**src/hdl/vts_pkg.sv**
```systemverilog
// Constants and types for the valve travel supervisor
// Functional notes
// - Travel decreases limited so a full stroke takes at least the closing time, capped at 400 s; 0 disables.
// - Travel increases limited so a full stroke takes at least the opening time, capped at 400 s; 0 disables.
// - Polling address accepted 0..15 under revision 5, 0..63 under revision 7.
// - Return to In Service only by the same master type that took it out.
// - Set point passes a first-order lag; zero time constant bypasses it.
// - Accumulate a travel change only when it exceeds the deadband; clearing zeroes it.
// - Deadband is re-centred on the travel captured at each increment; 0..100 percent.
// - Accumulator alert set above the alert point, cleared only once below it or on a synchronous clear.
// - Accumulator alert point accepted from zero up to four billion percent.
// - Four travel alerts set past their point, cleared after the deadband is recrossed.
// - Travel alert points and deadband accepted from -25 to 125 percent.
// - Beyond a cutoff the drive goes to full or zero and rate limits stop.
// - Deviation alert after deviation exceeds the point for longer than the deviation time.
// - Deviation time accepted 1..60 seconds, deviation point 0..100 percent.
// - Travel target clamped between the low and high travel limits.
// - Deviation is analog target minus ranged travel.
package vts_pkg;

   // Travel in hundredths of a percent
   typedef logic signed [15:0] vts_pct_t;

   typedef enum {st_in_service, st_out_of_service} vts_mode_t;

   localparam int       CLK_MHZ       = 50;
   localparam int       TICK_US       = 100;
   localparam int       TICK_CYC      = CLK_MHZ * TICK_US;
   localparam int       TICKS_PER_S   = 1000000 / TICK_US;

   localparam vts_pct_t PCT_ZERO      = 16'sh0000;
   localparam vts_pct_t PCT_FULL      = 16'sh2710;
   localparam vts_pct_t PCT_LO        = 16'shF63C;
   localparam vts_pct_t PCT_HI        = 16'sh30D4;
   localparam vts_pct_t PCT_ONE       = 16'sh0001;

   localparam logic [8:0]  STROKE_MAX    = 9'h190;
   localparam logic [5:0]  DEV_T_MIN     = 6'h01;
   localparam logic [5:0]  DEV_T_MAX     = 6'h3C;
   localparam logic [31:0] ACC_PT_MAX    = 32'hEE6B2800;
   localparam logic [39:0] ACC_SCALE     = 40'h0000000064;
   localparam logic [5:0]  ADDR_MAX_REV5 = 6'h0F;
   localparam logic [5:0]  ADDR_MAX_REV7 = 6'h3F;

   // Travel alert order: high, low, high-high, low-low; set bits watch the high side
   localparam logic [3:0]  TA_HI_SIDE    = 4'h5;

endpackage

```
**src/hdl/vts_supervisor.sv**
```systemverilog
// Travel supervision: target conditioning, drive, accumulator and alerts
`timescale 1ns/100ps
module vts_supervisor #(
   parameter int TICK_CYCLES = vts_pkg::TICK_CYC
) (
   // Clock and reset
   input  wire logic              clock,
   input  wire logic              nrst,
   // Process values
   input  wire vts_pkg::vts_pct_t ranged_travel,
   input  wire vts_pkg::vts_pct_t analog_target,
   // Commands
   input  wire logic              sync_clr,
   input  wire logic              acc_clear,
   input  wire logic              addr_wr,
   input  wire logic [5:0]        addr_in,
   input  wire logic              hart_rev7,
   input  wire logic              oos_req,
   input  wire logic              ins_req,
   input  wire logic              req_secondary,
   // Conditioning setup
   input  wire logic [7:0]        lag_time_s,
   input  wire logic [8:0]        open_time_s,
   input  wire logic [8:0]        close_time_s,
   input  wire vts_pkg::vts_pct_t limit_lo,
   input  wire vts_pkg::vts_pct_t limit_hi,
   input  wire vts_pkg::vts_pct_t cutoff_lo,
   input  wire vts_pkg::vts_pct_t cutoff_hi,
   input  wire logic              zero_power_position,
   // Alert setup
   input  wire vts_pkg::vts_pct_t acc_deadband,
   input  wire logic [31:0]       acc_alert_pt,
   input  wire vts_pkg::vts_pct_t ta_hi_pt,
   input  wire vts_pkg::vts_pct_t ta_lo_pt,
   input  wire vts_pkg::vts_pct_t ta_hihi_pt,
   input  wire vts_pkg::vts_pct_t ta_lolo_pt,
   input  wire vts_pkg::vts_pct_t ta_deadband,
   input  wire vts_pkg::vts_pct_t dev_point,
   input  wire logic [5:0]        dev_time_s,
   // Drive and state
   output vts_pkg::vts_pct_t      drive_q,
   output logic                   cutoff_active_q,
   output logic                   in_service_q,
   output logic [5:0]             poll_addr_q,
   output logic                   point_to_point_q,
   // Accumulator and alerts
   output logic [39:0]            accum_q,
   output logic                   acc_alert_q,
   output logic [3:0]             travel_alert,
   output logic                   dev_alert_q
);

   localparam int TW = $clog2(TICK_CYCLES);

   function automatic vts_pkg::vts_pct_t sat(input vts_pkg::vts_pct_t v,
                                             input vts_pkg::vts_pct_t lo,
                                             input vts_pkg::vts_pct_t hi);
      return (v < lo) ? lo : ((v > hi) ? hi : v);
   endfunction

   // Sample tick
   logic [TW-1:0] tick_cnt_q;
   logic          tick_q;
   always_ff @(posedge clock or negedge nrst) begin
      if (!nrst) begin
         tick_cnt_q <= '0;
         tick_q     <= 1'b0;
      end else if (tick_cnt_q == TW'(TICK_CYCLES - 1)) begin
         tick_cnt_q <= '0;
         tick_q     <= 1'b1;
      end else begin
         tick_cnt_q <= tick_cnt_q + TW'(1);
         tick_q     <= 1'b0;
      end
   end

   // Service mode and owning master type
   vts_pkg::vts_mode_t mode_q;
   logic               owner_q;
   always_ff @(posedge clock or negedge nrst) begin
      if (!nrst) begin
         mode_q       <= vts_pkg::st_in_service;
         owner_q      <= 1'b0;
         in_service_q <= 1'b1;
      end else begin
         case (mode_q)
            vts_pkg::st_in_service: begin
               if (oos_req) begin
                  mode_q       <= vts_pkg::st_out_of_service;
                  owner_q      <= req_secondary;
                  in_service_q <= 1'b0;
               end
            end
            default: begin
               // A request from the other master type is ignored
               if (ins_req && req_secondary == owner_q) begin
                  mode_q       <= vts_pkg::st_in_service;
                  in_service_q <= 1'b1;
               end
            end
         endcase
      end
   end

   // Polling address
   always_ff @(posedge clock or negedge nrst) begin
      if (!nrst) begin
         poll_addr_q      <= 6'h00;
         point_to_point_q <= 1'b1;
      end else if (addr_wr && addr_in <= (hart_rev7 ? vts_pkg::ADDR_MAX_REV7
                                                    : vts_pkg::ADDR_MAX_REV5)) begin
         poll_addr_q      <= addr_in;
         point_to_point_q <= (addr_in == 6'h00);
      end
   end

   // Target clamp and set point lag
   vts_pkg::vts_pct_t  tgt;
   vts_pkg::vts_pct_t  filt_q;
   logic [23:0]        facc_q;
   logic signed [16:0] ferr;
   logic [16:0]        fmag;
   logic [23:0]        tau_ticks;
   logic [24:0]        facc_n;

   assign tgt       = sat(analog_target, limit_lo, limit_hi);
   assign ferr      = 17'(tgt) - 17'(filt_q);
   assign fmag      = ferr[16] ? 17'(-ferr) : 17'(ferr);
   assign tau_ticks = 24'(lag_time_s) * 24'(vts_pkg::TICKS_PER_S);
   assign facc_n    = 25'(facc_q) + 25'(fmag);

   // One count per tick at most: a large step under a short lag runs slower than the ideal curve
   always_ff @(posedge clock or negedge nrst) begin
      if (!nrst) begin
         filt_q <= vts_pkg::PCT_ZERO;
         facc_q <= 24'h000000;
      end else if (tick_q && in_service_q) begin
         if (lag_time_s == 8'h00) begin
            filt_q <= tgt;
            facc_q <= 24'h000000;
         end else if (fmag == 17'h00000) begin
            facc_q <= 24'h000000;
         end else if (facc_n >= 25'(tau_ticks)) begin
            facc_q <= 24'(facc_n - 25'(tau_ticks));
            filt_q <= ferr[16] ? filt_q - vts_pkg::PCT_ONE : filt_q + vts_pkg::PCT_ONE;
         end else begin
            facc_q <= 24'(facc_n);
         end
      end
   end

   // Opening and closing rate limits
   logic                cut_hi;
   logic                cut_lo;
   logic [8:0]          open_t;
   logic [8:0]          close_t;
   logic [8:0]          rate_t;
   logic [8:0]          rate_cnt_q;
   vts_pkg::vts_pct_t   lim_q;

   assign cut_hi  = ranged_travel > cutoff_hi;
   assign cut_lo  = ranged_travel < cutoff_lo;
   assign open_t  = (open_time_s > vts_pkg::STROKE_MAX) ? vts_pkg::STROKE_MAX : open_time_s;
   assign close_t = (close_time_s > vts_pkg::STROKE_MAX) ? vts_pkg::STROKE_MAX : close_time_s;
   assign rate_t  = (filt_q > lim_q) ? open_t : close_t;

   // One count every rate_t ticks: a full stroke of 10000 counts takes rate_t seconds
   always_ff @(posedge clock or negedge nrst) begin
      if (!nrst) begin
         lim_q      <= vts_pkg::PCT_ZERO;
         rate_cnt_q <= 9'h000;
      end else if (tick_q && in_service_q) begin
         if (cut_hi || cut_lo || rate_t == 9'h000 || filt_q == lim_q) begin
            lim_q      <= filt_q;
            rate_cnt_q <= 9'h000;
         end else if (rate_cnt_q + 9'h001 >= rate_t) begin
            rate_cnt_q <= 9'h000;
            lim_q      <= (filt_q > lim_q) ? lim_q + vts_pkg::PCT_ONE
                                           : lim_q - vts_pkg::PCT_ONE;
         end else begin
            rate_cnt_q <= rate_cnt_q + 9'h001;
         end
      end
   end

   // Drive with cutoffs; out of service the drive holds
   always_ff @(posedge clock or negedge nrst) begin
      if (!nrst) begin
         drive_q         <= vts_pkg::PCT_ZERO;
         cutoff_active_q <= 1'b0;
      end else if (in_service_q) begin
         cutoff_active_q <= cut_hi || cut_lo;
         if (cut_hi) begin
            drive_q <= zero_power_position ? vts_pkg::PCT_ZERO : vts_pkg::PCT_FULL;
         end else if (cut_lo) begin
            drive_q <= zero_power_position ? vts_pkg::PCT_FULL : vts_pkg::PCT_ZERO;
         end else begin
            drive_q <= lim_q;
         end
      end
   end

   // Travel accumulator
   vts_pkg::vts_pct_t  acc_ref_q;
   vts_pkg::vts_pct_t  acc_db;
   logic signed [16:0] adiff;
   logic [16:0]        amag;
   logic               acc_step;
   logic [39:0]        acc_pt;

   assign acc_db   = sat(acc_deadband, vts_pkg::PCT_ZERO, vts_pkg::PCT_FULL);
   assign adiff    = 17'(ranged_travel) - 17'(acc_ref_q);
   assign amag     = adiff[16] ? 17'(-adiff) : 17'(adiff);
   assign acc_step = tick_q && (amag > 17'(acc_db));
   assign acc_pt   = 40'((acc_alert_pt > vts_pkg::ACC_PT_MAX) ? vts_pkg::ACC_PT_MAX
                                                              : acc_alert_pt) * vts_pkg::ACC_SCALE;

   // A step in the clearing cycle is kept on top of zero
   always_ff @(posedge clock or negedge nrst) begin
      if (!nrst) begin
         accum_q   <= 40'h0000000000;
         acc_ref_q <= vts_pkg::PCT_ZERO;
      end else if (acc_step) begin
         accum_q   <= (acc_clear ? 40'h0000000000 : accum_q) + 40'(amag);
         acc_ref_q <= ranged_travel;
      end else if (acc_clear) begin
         accum_q   <= 40'h0000000000;
      end
   end

   always_ff @(posedge clock or negedge nrst) begin
      if (!nrst) begin
         acc_alert_q <= 1'b0;
      end else if (sync_clr) begin
         acc_alert_q <= 1'b0;
      end else if (accum_q > acc_pt) begin
         acc_alert_q <= 1'b1;
      end else if (accum_q < acc_pt) begin
         acc_alert_q <= 1'b0;
      end
   end

   // Travel alerts
   vts_pkg::vts_pct_t ta_pt [4];
   vts_pkg::vts_pct_t ta_db;

   assign ta_pt[0] = sat(ta_hi_pt, vts_pkg::PCT_LO, vts_pkg::PCT_HI);
   assign ta_pt[1] = sat(ta_lo_pt, vts_pkg::PCT_LO, vts_pkg::PCT_HI);
   assign ta_pt[2] = sat(ta_hihi_pt, vts_pkg::PCT_LO, vts_pkg::PCT_HI);
   assign ta_pt[3] = sat(ta_lolo_pt, vts_pkg::PCT_LO, vts_pkg::PCT_HI);
   assign ta_db    = sat(ta_deadband, vts_pkg::PCT_LO, vts_pkg::PCT_HI);

   for (genvar i = 0; i < 4; i++) begin : g_ta
      logic signed [17:0] clr_lvl;
      logic               hit_q;

      assign clr_lvl = vts_pkg::TA_HI_SIDE[i] ? 18'(ta_pt[i]) - 18'(ta_db)
                                              : 18'(ta_pt[i]) + 18'(ta_db);
      assign travel_alert[i] = hit_q;

      always_ff @(posedge clock or negedge nrst) begin
         if (!nrst) begin
            hit_q <= 1'b0;
         end else if (sync_clr) begin
            hit_q <= 1'b0;
         end else if (tick_q) begin
            if (vts_pkg::TA_HI_SIDE[i] ? ranged_travel > ta_pt[i] : ranged_travel < ta_pt[i]) begin
               hit_q <= 1'b1;
            end else if (vts_pkg::TA_HI_SIDE[i] ? 18'(ranged_travel) < clr_lvl
                                                : 18'(ranged_travel) > clr_lvl) begin
               hit_q <= 1'b0;
            end
         end
      end
   end

   // Travel deviation
   logic signed [16:0] ddiff;
   logic [16:0]        dmag;
   vts_pkg::vts_pct_t  dev_pt;
   logic [5:0]         dev_t;
   logic [19:0]        dev_ticks;
   logic [19:0]        dev_cnt_q;

   assign ddiff     = 17'(analog_target) - 17'(ranged_travel);
   assign dmag      = ddiff[16] ? 17'(-ddiff) : 17'(ddiff);
   assign dev_pt    = sat(dev_point, vts_pkg::PCT_ZERO, vts_pkg::PCT_FULL);
   assign dev_t     = (dev_time_s < vts_pkg::DEV_T_MIN) ? vts_pkg::DEV_T_MIN
                    : ((dev_time_s > vts_pkg::DEV_T_MAX) ? vts_pkg::DEV_T_MAX : dev_time_s);
   assign dev_ticks = 20'(dev_t) * 20'(vts_pkg::TICKS_PER_S);

   always_ff @(posedge clock or negedge nrst) begin
      if (!nrst) begin
         dev_cnt_q   <= 20'h00000;
         dev_alert_q <= 1'b0;
      end else if (sync_clr) begin
         dev_cnt_q   <= 20'h00000;
         dev_alert_q <= 1'b0;
      end else if (tick_q) begin
         if (dmag > 17'(dev_pt)) begin
            if (dev_cnt_q < dev_ticks) begin
               dev_cnt_q <= dev_cnt_q + 20'h00001;
            end else begin
               dev_alert_q <= 1'b1;
            end
         end else begin
            dev_cnt_q <= 20'h00000;
            if (dmag < 17'(dev_pt)) begin
               dev_alert_q <= 1'b0;
            end
         end
      end
   end
endmodule

```
**config.mk**
```make
export PLATFORM = sky130hd
export DESIGN_NAME = vts_supervisor
export DESIGN_NICKNAME = d
export VERILOG_FILES = /design/src/hdl/vts_pkg.sv /design/src/hdl/vts_supervisor.sv
export SDC_FILE = /design/constraint.sdc
export NUM_CORES = 2
export LEC_CHECK = 0
export ABC_AREA = 0
export BUFFER_PORTS_ARGS = -buffer_cell sky130_fd_sc_hd__clkbuf_2
export CAP_MARGIN = 10
export CORE_UTILIZATION = 65
export DETAILED_ROUTE_END_ITERATION = 10
export HOLD_SLACK_MARGIN = 0.15
export PLACE_DENSITY = 0.88
export SLEW_MARGIN = 20
export SYNTH_ARGS = -nofsm -noshare
export SYNTH_HDL_FRONTEND = slang
export SYNTH_SLANG_ARGS = --single-unit
```
**constraint.sdc**
```tcl
create_clock -name clock -period 22.8 [get_ports clock]
set_clock_uncertainty 0.2 [all_clocks]
set_input_delay 1.14 -clock clock [delete_from_list [all_inputs] [get_ports clock]]
set_output_delay 1.14 -clock clock [all_outputs]
set_load 0.02 [all_outputs]
```
==> key figures <==
Global route
  – Vias in the first global route: 30200
  – Total track usage: 0.356
  – Antenna violations before repair: 6
  – First-pass GRT wire length: 146 mm
  – Grt ovf: 0
  – Largest net degree at the start of global routing: 77

Synthesis
  – Top FF cell, synth: dfrtp_1
  – Number of synthesized flops with an enable pin: 0
  – Top cells by area, synth: ha_1 (25%), dfrtp_1 (14%), inv_1 (6.0%)
  – Syn Std Cell Area: 0.0329 mm^2
  – Cells after synthesis: 4238
  – Flop and latch count out of synthesis: 188
  – Ys Warns: 0
  – Area share of the largest cell type after synthesis: 0.252
  – Synth async-reset ratio: 1.00
  – Post-synthesis sequential area ratio: 0.143
  – Syn Area/Cell: 7.75 um^2
  – Cell taking the most area after synthesis: ha_1
  – Count of cell types in the netlist: 92

Detailed routing
  – Initial DRC Count: 2330
  – Vias/cell: 6.11
  – Routed wl met2: 42.2 mm
  – Total number of vias: 32000
  – # DRC: 0
  – Max Used Layer: met5
  – Wire length per cell: 17.6 um
  – Metal3 WL: 6.42 mm
  – 1st-pass router iterations: 8
  – Antenna viol nets, final: 0
  – Wl on met1: 38.8 mm
  – Total wire length: 91.9 mm

Setup path
  – Number of cells on the worst reg-to-reg path: 34
  – R2r startpoint: filt_q[0]
  – CP max FO: 41
  – Kind of critical path: in -> reg
  – Arr. time, crit path: 11.25 ns
  – Setup crit start: analog_target[1]
  – Slowest CP cell: nor2_2
  – R2R setup slack: 14.11 ns
  – Startpoint Class: input pin
  – Reg2reg end: filt_q[1]
  – Critical Path Sink Type: flip-flop
  – Setup crit end: filt_q[1]
  – CP peak stage delay: 0.64 ns
  – Worst EP required: 22.92 ns

Flow run
  – Maxcap violations: 0

Die
  – Top Ports: 359
  – Starting Density: 0.658
  – Core ar.: 0.0500 mm^2
  – DIE HEIGHT: 227 um
  – Placement row count: 82
  – Die width: 227 um
  – Die area: 0.0515 mm^2

Min path
  – Worst Hold Class: reg -> reg
  – Worst hold start: tick_cnt_q[0]

Outcome
  – Outcome: completed

Cells and area
  – Final Cell Area: 0.0359 mm^2
  – Fill cells: 4048
  – Share of cells above drive strength 1: 0.107
  – Nets@finish: 5552
  – Layout Utilization: 0.719
  – Commonest non-fill, non-tap cells in the layout: ha_1 (663), inv_1 (527), clkbuf_2 (357), a21oi_1 (329), nor2_1 (323)
  – Most common cell after layout, fill and taps aside: ha_1
  – Synth-to-layout area growth: 9.30%

Placed design
  – HPWL after DPL: 74.6 mm
  – Port Buf Inserts: 358
  – Final Wtd Congestion: 0.968
  – Placed Area: 0.0353 mm^2

Clock tree
  – CTS Buffer Depth: 2
  – Root Driver: clkbuf_16
  – Clock transition at path regs: 0.08 ns
  – CTS tree: yes
  – Post-CTS Setup Inserts: 0
  – Worst-Skew Late Latency: 0.48 ns
  – Clk sinks: 188
  – Post_cts resized: 0
  – H-tree depth: 4
  – CTS Hold Bufs: 0
  – Clock buffer count from CTS: 17

Pwr
  – VDD IR max: 0.193 mV
  – Pwr dens: 90.5 mW/mm^2
  – P_leak: 0.0184 uW

STA
  – Count of pins over their slew limit: 0
  – RSZ-0062 raised after global routing: no
  – Fin crit share: 0.488
  – Worst slew margin: 0.329
  – Slew @ Worst Pin: 1.01 ns
  – Fin Hold WS: 0.264 ns
  – Final min period: 11.13 ns
  – Hold Vio Cnt, Final: 0
  – Setup TNS: 0 ns
  – Fmax: 89.8 MHz
  – Final setup viols: 0
==> state kept, by name, summed over array words and instances, names as in the netlist <==
signal	count
point_to_point_q	1
filt_q	16
g_ta.hit_q	4
cutoff_active_q	1
acc_alert_q	1
tick_cnt_q	13
dev_alert_q	1
accum_q	40
lim_q	16
mode_q	1
poll_addr_q	6
tick_q	1
dev_cnt_q	20
acc_ref_q	16
in_service_q	1
drive_q	16
facc_q	24
owner_q	1
rate_cnt_q	9
==> kinds of logic after synthesis <==
logic type / count (synthesis) / synth area share
xor gates and xnor gates: 279 / 0.0744
AOI/OAI and AO/OA: 1092 / 0.210
muxes: 69 / 0.0216
buffers and inverters: 618 / 0.0719
adders and majority gates: 721 / 0.288
other: 1 / 0.000114
and+or+nand+nor: 1270 / 0.191
DFF: 188 / 0.143
==> cell usage after synthesis, types with 53 or more instances <==
cell / count
a21o_1: 99
nand3_1: 97
o21ai_0: 250
inv_1: 527
nand2b_1: 95
nand2_1: 319
fa_1: 58
nor2b_1: 88
mux2i_1: 53
dfrtp_1: 186
a21oi_1: 331
ha_1: 663
xnor2_1: 171
nor3_1: 80
nand4_1: 67
xor2_1: 108
nor2_1: 323
o21a_1: 72
clkbuf_1: 69
==> worst max-delay path, delay by kind of cell <==
kind	cells	cell delay [ns]
AOI/OAI and AO/OA	17	3.16
xor gates and xnor gates	2	0.37
adders and majority gates	5	1.39
buffers and inverters	3	0.82
muxes	2	0.57
and+or+nand+nor	17	3.80
==> routing by layer <==
layer  vias to the layer above  GRT usage
met5                         -          0
met4                         6      0.174
met3                       299     0.0518
met2                      1122      0.592
met1                     14900      0.449
li1                      15600          -
==> metrics by stage <==
stage	instances	worst slack [ns]	power (uW)
after floorplan	4239	11.93	2360
after global placement	5196	11.48	2800
after detailed placement	5196	11.06	2890
after CTS	5228	11.52	3210
after global routing	5230	10.92	3570
final	5231	11.67	3250
==> power by group <==
group          switching, uW  total [uW]  internal, uW
logic                   1490        2560          1070
clock network            156         309           153
registers               27.0         380           353
==> final cells by class <==
class | count | area [um^2] | share of cell area
Inverter | 528 | 1980 | 0.0552
Clock buffer | 19 | 453 | 0.0126
Multi-Input combinational cell | 3433 | 25800 | 0.720
Timing Repair Buffer | 375 | 1930 | 0.0537
Clock inverter | 13 | 150 | 0.00418
Sequential cell | 188 | 4710 | 0.131
Antenna cell | 3 | 7.51 | 0.000209
Tap cell | 672 | 841 | 0.0234
==> worst min-delay path by stage <==
stage | to | slack [ns] | depth (start not counted)
after floorplan | tick_cnt_q[0] | 0.23 | 1
after detailed placement | tick_cnt_q[0] | 0.25 | 1
final | tick_cnt_q[0] | 0.26 | 1
after CTS | tick_cnt_q[0] | 0.26 | 1
after global routing | tick_cnt_q[0] | 0.28 | 1
after global placement | tick_cnt_q[0] | 0.25 | 1
No activity file was read; power rests on OpenSTA's default activity.
